[src/write_cmd_defines.vh]
`ifndef WRITE_CMD_DEFINES_VH
`define WRITE_CMD_DEFINES_VH
// APB register byte offsets
`define REG_CTRL        8'h00
`define REG_CMD         8'h04
`define REG_STATUS      8'h08
`define REG_DATA_BASE   8'h10
`define REG_MAC_BASE    8'h30
`define REG_TOP         8'h4c
// Command fields
`define OPC_WRITE       8'h12
`define P1_ZONE_LO      0
`define P1_RSVD_HI      5
`define P1_RSVD_LO      2
`define P1_ENC          6
`define P1_LONG         7
`define P2_WORD_HI      2
`define P2_BLK_HI       6
`define P2_BLK_LO       3
// Zone encoding
`define ZONE_CFG        2'h0
`define ZONE_OTP        2'h1
`define ZONE_DATA       2'h2
// Zone extents, last valid block and last valid config word, and count of protected config words
`define CFG_LAST_BLK    4'h2
`define CFG_LAST_WORD   3'h5
`define OTP_LAST_BLK    4'h1
`define CFG_PROT_WORDS  3'h4
// Per-slot policy fields
`define SP_HIDDEN       7
`define SP_AUTH_HI      11
`define SP_AUTH_LO      8
`define SP_ENC          14
`define SP_WPOL_HI      15
`define SP_WPOL_LO      12
`define WPOL_ALWAYS     4'h0
`define SP_WIDTH        16
// One-time area policy codes and random key origin value
`define OTP_POL_RO      8'haa
`define OTP_POL_CONSUME 8'h55
`define OTP_POL_LEGACY  8'h00
`define ORIGIN_RANDOM   1'b0
// Response codes
`define RESP_OK         8'h00
`define RESP_MAC_ERR    8'h01
`define RESP_PARSE_ERR  8'h03
`define RESP_EXEC_ERR   8'h0f
// Control and status bits, and word counts of long and short writes
`define CTRL_START      0
`define CTRL_CLR_DONE   1
`define ST_BUSY         0
`define ST_DONE         1
`define ST_RESP_LO      8
`define WORDS_LONG      4'h8
`define WORDS_SHORT     4'h1
`endif

[src/secure_eeprom_write_command.v]
// The APB interface to the registers and the placing of the registers were chosen for this implementation.
`include "write_cmd_defines.vh"
module secure_eeprom_write_command (
    input  wire         pclk,                // APB clock
    input  wire         presetn,             // Async reset, active low
    input  wire         psel,                // APB select
    input  wire         penable,             // APB enable
    input  wire         pwrite,              // APB direction
    input  wire [7:0]   paddr,               // APB byte address
    input  wire [31:0]  pwdata,              // APB write data
    output wire         pready,              // APB ready
    output reg  [31:0]  prdata,              // APB read data
    output wire         pslverr,             // APB error
    input  wire         config_locked,       // Config zone lock state
    input  wire         data_locked,         // Data and one-time zone lock state
    input  wire [255:0] slot_policy,         // Sixteen 16-bit slot policies
    input  wire [15:0]  mac_check_origin,    // Per-slot mac check origin
    input  wire [7:0]   onetime_area_policy, // One-time area policy byte
    input  wire [255:0] scratch_key,         // Scratch key value
    input  wire         key_valid,           // Scratch key valid flag
    input  wire         digest_origin_flag,  // Scratch key made by digest command
    input  wire         key_origin_flag,     // Scratch key origin flag
    input  wire [3:0]   digest_source_slot,  // Slot used to make scratch key
    output reg          mac_req,             // Pulse: start MAC check
    output reg  [255:0] mac_plaintext,       // Plaintext for MAC check
    output reg  [255:0] mac_expected,        // MAC received from host
    input  wire         mac_done,            // MAC check finished
    input  wire         mac_ok,              // MAC matched
    output reg          nvm_we,              // Memory word write strobe
    output reg  [1:0]   nvm_zone,            // Memory zone
    output reg  [6:0]   nvm_addr,            // Memory word address
    output reg  [31:0]  nvm_wdata,           // Memory word data
    output reg          nvm_and_mode,        // Memory ANDs data into the word
    input  wire         nvm_ready            // Memory accepted the word
);
    localparam S_IDLE  = 3'h0;
    localparam S_CHECK = 3'h1;
    localparam S_MAC   = 3'h2;
    localparam S_WRITE = 3'h3;
    localparam S_DONE  = 3'h4;

    reg  [2:0]   state_q;
    reg  [7:0]   opcode_q;
    reg  [7:0]   p1_q;
    reg  [15:0]  p2_q;
    reg  [255:0] data_q;
    reg  [255:0] mac_q;
    reg          done_q;
    reg  [7:0]   resp_q;
    reg  [3:0]   wcnt_q;
    reg          enc_q;
    reg  [7:0]   resp_d;
    reg          enc_d;
    reg          need_mac_d;
    integer      i;
    integer      k;
    reg  [31:0]  rdata_d;

    function [31:0] key_word;
        input [255:0] k;
        input [2:0]   idx;
        begin
            key_word = k[idx*32 +: 32];
        end
    endfunction

    // True when addr is word idx of the eight-word bank starting at base
    function word_hit;
        input [7:0] addr;
        input [7:0] base;
        input [2:0] idx;
        begin
            word_hit = (addr == base + {3'h0, idx, 2'h0});
        end
    endfunction

    // Decoded command fields
    wire [1:0]  zone     = p1_q[`P1_ZONE_LO +: 2];
    wire        enc_bit  = p1_q[`P1_ENC];
    wire        long_wr  = p1_q[`P1_LONG];
    wire [2:0]  word_ix  = long_wr ? 3'h0 : p2_q[`P2_WORD_HI:0];
    wire [3:0]  blk      = p2_q[`P2_BLK_HI:`P2_BLK_LO];
    wire [15:0] sp       = slot_policy[blk*`SP_WIDTH +: `SP_WIDTH];
    wire        sp_hid   = sp[`SP_HIDDEN];
    wire        sp_always = (sp[`SP_WPOL_HI:`SP_WPOL_LO] == `WPOL_ALWAYS);
    wire [3:0]  sp_auth  = sp[`SP_AUTH_HI:`SP_AUTH_LO];
    wire        consume  = (onetime_area_policy == `OTP_POL_CONSUME);

    wire apb_acc = psel & penable;
    wire apb_wr  = apb_acc & pwrite;
    wire mapped  = (paddr[1:0] == 2'h0) && (paddr <= `REG_TOP) &&
                   !(paddr > `REG_STATUS && paddr < `REG_DATA_BASE);
    wire busy    = (state_q != S_IDLE);
    assign pready  = 1'b1;
    assign pslverr = apb_acc & ~mapped;

    // Command checking; first failure found sets the status
    always @* begin
        resp_d = `RESP_OK;
        enc_d = 1'b0;
        need_mac_d = 1'b0;
        if (opcode_q != `OPC_WRITE || p1_q[`P1_RSVD_HI:`P1_RSVD_LO] != 4'h0) begin
            resp_d = `RESP_PARSE_ERR;
        end else if (zone == `ZONE_CFG) begin
            if (blk > `CFG_LAST_BLK || (blk == `CFG_LAST_BLK &&
                (long_wr || word_ix > `CFG_LAST_WORD)))
                resp_d = `RESP_PARSE_ERR;
            else if (config_locked || enc_bit)
                resp_d = `RESP_EXEC_ERR;
            else if (blk == 4'h0 && (long_wr || word_ix < `CFG_PROT_WORDS))
                resp_d = `RESP_EXEC_ERR;
        end else if (zone == `ZONE_OTP || zone == `ZONE_DATA) begin
            enc_d = (data_locked && zone == `ZONE_DATA) ? sp[`SP_ENC] : enc_bit;
            need_mac_d = enc_d && (zone == `ZONE_DATA);
            if (zone == `ZONE_OTP && blk > `OTP_LAST_BLK)
                resp_d = `RESP_PARSE_ERR;
            else if (!config_locked)
                resp_d = `RESP_EXEC_ERR;
            else if (!data_locked && !long_wr)
                resp_d = `RESP_EXEC_ERR;
            else if (!long_wr && (sp_hid || !sp_always || enc_d))
                resp_d = `RESP_EXEC_ERR;
            else if (zone == `ZONE_OTP && data_locked && (enc_d || !consume))
                resp_d = `RESP_EXEC_ERR;
            else if (enc_d && !(key_valid && digest_origin_flag))
                resp_d = `RESP_EXEC_ERR;
            else if (enc_d && zone == `ZONE_DATA && data_locked &&
                     digest_source_slot != sp_auth)
                resp_d = `RESP_EXEC_ERR;
            else if (enc_d && zone == `ZONE_DATA && (blk[0] ?
                     (key_origin_flag != mac_check_origin[blk]) :
                     (key_origin_flag != `ORIGIN_RANDOM)))
                resp_d = `RESP_EXEC_ERR;
        end else begin
            resp_d = `RESP_PARSE_ERR;
        end
    end

    // Register file and command engine
    always @(posedge pclk or negedge presetn) begin
        if (!presetn) begin
            state_q <= S_IDLE;
            opcode_q <= 8'h00;
            p1_q <= 8'h00;
            p2_q <= 16'h0000;
            data_q <= 256'h0;
            mac_q <= 256'h0;
            done_q <= 1'b0;
            resp_q <= 8'h00;
            wcnt_q <= 4'h0;
            enc_q <= 1'b0;
            mac_req <= 1'b0;
            mac_plaintext <= 256'h0;
            mac_expected <= 256'h0;
            nvm_we <= 1'b0;
            nvm_zone <= 2'h0;
            nvm_addr <= 7'h00;
            nvm_wdata <= 32'h0;
            nvm_and_mode <= 1'b0;
        end else begin
            mac_req <= 1'b0;
            // Command buffers frozen while busy so checks see stable values
            if (apb_wr && mapped && !busy) begin
                if (paddr == `REG_CMD) begin
                    opcode_q <= pwdata[7:0];
                    p1_q <= pwdata[15:8];
                    p2_q <= pwdata[31:16];
                end
                for (i = 0; i < 8; i = i + 1) begin
                    if (word_hit(paddr, `REG_DATA_BASE, i[2:0]))
                        data_q[i*32 +: 32] <= pwdata;
                    if (word_hit(paddr, `REG_MAC_BASE, i[2:0]))
                        mac_q[i*32 +: 32] <= pwdata;
                end
            end
            if (apb_wr && paddr == `REG_CTRL && pwdata[`CTRL_CLR_DONE])
                done_q <= 1'b0;
            case (state_q)
                S_IDLE: begin
                    if (apb_wr && paddr == `REG_CTRL && pwdata[`CTRL_START])
                        state_q <= S_CHECK;
                end
                S_CHECK: begin
                    enc_q <= enc_d;
                    wcnt_q <= 4'h0;
                    for (i = 0; i < 8; i = i + 1)
                        mac_plaintext[i*32 +: 32] <= enc_d ?
                            data_q[i*32 +: 32] ^ key_word(scratch_key, i[2:0]) :
                            data_q[i*32 +: 32];
                    mac_expected <= mac_q;
                    if (resp_d != `RESP_OK) begin
                        resp_q <= resp_d;
                        state_q <= S_DONE;
                    end else if (need_mac_d) begin
                        mac_req <= 1'b1;
                        state_q <= S_MAC;
                    end else begin
                        state_q <= S_WRITE;
                    end
                end
                S_MAC: begin
                    if (mac_done) begin
                        if (mac_ok) begin
                            state_q <= S_WRITE;
                        end else begin
                            resp_q <= `RESP_MAC_ERR;
                            state_q <= S_DONE;
                        end
                    end
                end
                S_WRITE: begin
                    if (!nvm_we || nvm_ready) begin
                        if (wcnt_q == (long_wr ? `WORDS_LONG : `WORDS_SHORT)) begin
                            nvm_we <= 1'b0;
                            resp_q <= `RESP_OK;
                            state_q <= S_DONE;
                        end else begin
                            nvm_we <= 1'b1;
                            nvm_zone <= zone;
                            nvm_addr <= {blk, word_ix + wcnt_q[2:0]};
                            nvm_wdata <= mac_plaintext[wcnt_q[2:0]*32 +: 32];
                            nvm_and_mode <= (zone == `ZONE_OTP) && data_locked;
                            wcnt_q <= wcnt_q + 4'h1;
                        end
                    end
                end
                S_DONE: begin
                    done_q <= 1'b1;
                    state_q <= S_IDLE;
                end
                default: state_q <= S_IDLE;
            endcase
        end
    end

    // Read mux; MAC words stay write-only so the tag cannot be read back
    always @* begin
        rdata_d = 32'h0;
        if (paddr == `REG_CMD)
            rdata_d = {p2_q, p1_q, opcode_q};
        else if (paddr == `REG_STATUS) begin
            rdata_d[`ST_BUSY] = busy;
            rdata_d[`ST_DONE] = done_q;
            rdata_d[`ST_RESP_LO +: 8] = resp_q;
        end
        for (k = 0; k < 8; k = k + 1) begin
            if (word_hit(paddr, `REG_DATA_BASE, k[2:0]))
                rdata_d = data_q[k*32 +: 32];
        end
    end

    // Captured in the setup cycle so read data stands through the access cycle
    always @(posedge pclk or negedge presetn) begin
        if (!presetn) begin
            prdata <= 32'h0;
        end else if (psel && !penable) begin
            prdata <= rdata_d;
        end
    end
endmodule

[config.mk]
export PLATFORM = sky130hd
export DESIGN_NAME = secure_eeprom_write_command
export DESIGN_NICKNAME = d
export VERILOG_FILES = /design/src/secure_eeprom_write_command.v
export VERILOG_INCLUDE_DIRS = /design/src
export SDC_FILE = /design/constraint.sdc
export NUM_CORES = 2
export LEC_CHECK = 0
export ABC_AREA = 1
export BUFFER_PORTS_ARGS = -buffer_cell sky130_fd_sc_hd__buf_2
export CAP_MARGIN = 15
export CORE_AREA = 2 2 461 463
export DETAILED_ROUTE_END_ITERATION = 7
export DIE_AREA = 0 0 463 465
export GPL_ROUTABILITY_DRIVEN = 1
export HOLD_SLACK_MARGIN = 0.03
export PLACE_DENSITY_LB_ADDON = 0.25
export SLEW_MARGIN = 20
export SYNTH_ARGS = -nofsm -noshare
export SYNTH_HDL_FRONTEND = slang
export SYNTH_SLANG_ARGS = --single-unit
export TNS_END_PERCENT = 10
[constraint.sdc]
create_clock -name pclk -period 5.8 [get_ports pclk]
set_input_delay 0 -clock pclk [delete_from_list [all_inputs] [get_ports pclk]]
set_output_delay 0 -clock pclk [all_outputs]
set_load 0.01 [all_outputs]
==> impl_results.md <==
* Max rail drop VDD at 0.0003714 V
* Gp weighted congestion at 0.9773
* First-pass GRT wire length at 398,700 um
* Cell with the most instances after synthesis: nand2_1
* Achievable frequency at 182.9 MHz
* Initial antenna violation count at 105
* Worst r2r src: p2_q[3]$_DFFE_PN0P_
* Max Cap Viol at 0
* Hold Vio Cnt, Final at 0
* Number of global-route vias before repair at 48,450
* Hold Crit Start: scratch_key[227]
* Total gr overflow at 0
* Clock skew at 42.52 ps
* CTS tree: built
* HP Class: input port to flip-flop
* Max_slew headroom at 16.75%
* Final Max Tran Viols at 0
* Total area of sequential cells at 28,610 sq um
* Starting Density at 24.44%
* Worst setup SP type: flip-flop
* Layout cells sized above 1 at 20.88%
* Die Y at 465 um
* Slew @ Worst Pin at 1249 ps
* Root buffer cell: clkbuf_16
* Worst Path Buf+Inv at 6
* Gr usage total at 26.20%
* Worst-case reg-to-reg path depth at 23
* RR Endpoint: state_q[0]$_DFFE_PN0P_
* Via count at 51,850
* ANT nets after route at 0
* Area share of the largest cell type after synthesis at 55.52%
* Critical Path Slowest Stage Cell: dlygate4sd3_1
* Number of fillers in the final layout at 22,520
* Final wirelength at 290,300 um
* Synthesized cell area at 51,520 sq um
* Critical Setup Path Class: flip-flop to flip-flop
* I/O pin total at 1,183
* Status: finished clean
* Slowest cell delay on critical path at 580 ps
* Total negative slack at 0 ps
* Drt pass-1 iters at 6
* Drt first-iter violations at 5,557
* Pwr per Cell Area at 301.7 nW/um^2
* Cell family with most CP delay: buffers and inverters
* Asr flop ratio synth at 100.0%
* Synth top cells by count: 2,422 x nand2_1, 1,143 x dfrtp_1, 654 x o21ai_0
* Post-synth EDFFs at 0
* Die span in x at 463 um
* Cell Chain, Critical Path: inv_6 -> nand2_1 -> nand3_1 -> nand2_1 -> nand2_1 -> nand2_1 -> nor2_1 -> nand2_1 -> nand2_8 -> nand2_1 -> nand2_1 -> a21oi_2 -> dlygate4sd3_1 -> nand4_1 -> dlygate4sd3_1 -> nand2_1 -> nand4_1 -> nand2_1 -> dlygate4sd3_1 -> nand2_1 -> dlygate4sd3_1 -> nand2_1 -> dlygate4sd3_1
* Multi-input logic area at 20,050 sq um
* Final nets at 8,188
* Unrepaired setup endpoints after global routing: false
* DR DRC count at 0
* Setup bufs post-CTS at 0
* Cell Count, Final, Fillers Out at 10,580
* # port buffers at 1,068
* Via density at 4.903
* Die area at 215,300 sq um
* Pin count of the biggest net entering global routing at 204
* # H-tree levels at 4
* Clk buf depth at 3
* Synth Instances at 6,286
* Hold Path Stages at 5
* Leak at 34.73 nW
* WP data arrival at 6150 ps
* Sequential area share after synthesis at 55.52%
* Clock sink count at 1,143
* Synth cell types at 47
* Syn Nets at 6,885
* Critical-path maximum fanout at 36
* Area Growth Syn to Fin at 33.37%
* Clock Latency Late Sink at 810 ps
* Yosys top cell by area: dfrtp_1
* Synthesized flop and latch total at 1,143
* Num rows at 169
* Flop2flop setup slack at 330 ps
* Post-synth top flop: dfrtp_1
* Placed insts at 9,851
* CP required at 6480 ps
* Core Area at 210,800 sq um
* Worst setup EP type: flip-flop
* Post-layout min period at 5467 ps
* YS warnings at 0
* Synthesized area per cell at 8.195 sq um
* Ranking of synthesized cells by area: dfrtp_1 56%, nand2_1 18%, o21ai_0 6.4%, nand3_1 5.1%, a31o_2 2.5%
* Clk pin slew, worst setup/hold paths at 60 ps
* Avg WL per Cell at 27.45 um
* Final setup vio count at 0
* Final worst-path cycle share at 94.26%
* Most used cell, CP: nand2_1
* Critical Path Source: p2_q[3]$_DFFE_PN0P_
* Hold path endpoint: mac_plaintext[227]$_DFFE_PN0P_
* Cts bufs inserted at 142
* Dpl hpwl at 204,200 um
## cells in the final DEF, fill, tap and decap left out, types with 54 or more instances in the layout
cell and instances:
dlygate4sd3_1 414, o21ai_1 148, clkbuf_16 145, a31o_2 147
nand2_1 2409, nor2_1 114, buf_4 74, inv_1 278
diode_2 54, a21oi_1 194, dfrtp_1 1139, buf_2 1068
nand3_1 522, o21ai_0 654
## per-stage QoR
step / utilization [%] / setup slack, ps / area (sq um) / hold slack, ps / power (mW)
6_report: 32.59 / 332.7 / 68700 / 86.56 / 20.73
3_3_place_gp: 28.29 / 1944 / 59650 / 142.9 / 11.48
5_1_grt: 32.56 / 33.89 / 68630 / 78.77 / 21.46
3_5_place_dp: 28.30 / 1923 / 59650 / 143.9 / 11.47
2_1_floorplan: - / 3823 / 51520 / -295.6 / 9.671
4_1_cts: 32.52 / 123.0 / 68550 / 30.83 / 20.94
## kinds of logic (layout without fill, tap and decap cells)
logic type,Yosys count,count (layout),synth area share [%]
AND/OR/NAND/NOR,3132,3132,24.42
AO/OA/AOI/OAI,1271,1271,14.08
flip-flops,1143,1143,55.52
buffers and inverters,731,2145,5.780
adder cells (fa/ha/maj),6,6,0.1603
XOR/XNOR,2,2,0.03401
other,1,55,0.007279
## metal layers
metal	GRT usage (%)	part of all wire [%]	wire length [um]	vias up
met5	0	0.091	264	-
met4	10.98	4.4	12680	42
met3	6.642	8.6	24900	413
met2	39.33	43	126000	2418
met1	35.73	44	126500	25670
li1	-	-	-	23310
## worst max-delay path by stage
stage	endpoint	cells past startpoint	slack, ps
floorplan	resp_q[0]$_DFFE_PN0P_	19	3820
global placement	mac_plaintext[54]$_DFFE_PN0P_	16	1940
detailed placement	mac_plaintext[54]$_DFFE_PN0P_	15	1920
CTS	state_q[0]$_DFFE_PN0P_	23	120
global route	state_q[0]$_DFFE_PN0P_	23	30
finish	state_q[0]$_DFFE_PN0P_	23	330
## registers in the layout, summed over array words and instances, names as in the netlist, 3 cells and up
name and count:
data_q 256, mac_expected 256, mac_plaintext 256, mac_q 256, nvm_addr 7, nvm_wdata 32, opcode_q 8, p1_q 8
p2_q 16, prdata 32, resp_q 3, state_q 3, wcnt_q 4
## layout make-up
class	instances	area share [%]
repair buffers	1576	15.21
multi-input cells	4412	29.19
clock inverters	44	0.7521
inverters	314	1.752
well taps	2821	5.137
clock buffers	211	6.123
diodes	54	0.1967
flip-flops and latches	1143	41.65
## tightest hold or removal path: stages
cell	delay, ps
dlygate4sd3_1	530
buf_2	120
nand3_1	70
nand3_1	80
nand2_1	40
## report_power, final
part           internal [mW]  switching [mW]  total (mW)
Clock                   5.23            3.85        9.09
Sequential              8.03          0.0838        8.11
Combinational          0.792            2.74        3.53
## timing repair
action                                   CTS  global route
hold buffers                             415             0
endpoints found under the hold margin   1172             0
endpoints found under the setup margin     0             1
gates resized for setup                    0             9
(Power assumes the default switching activity.)
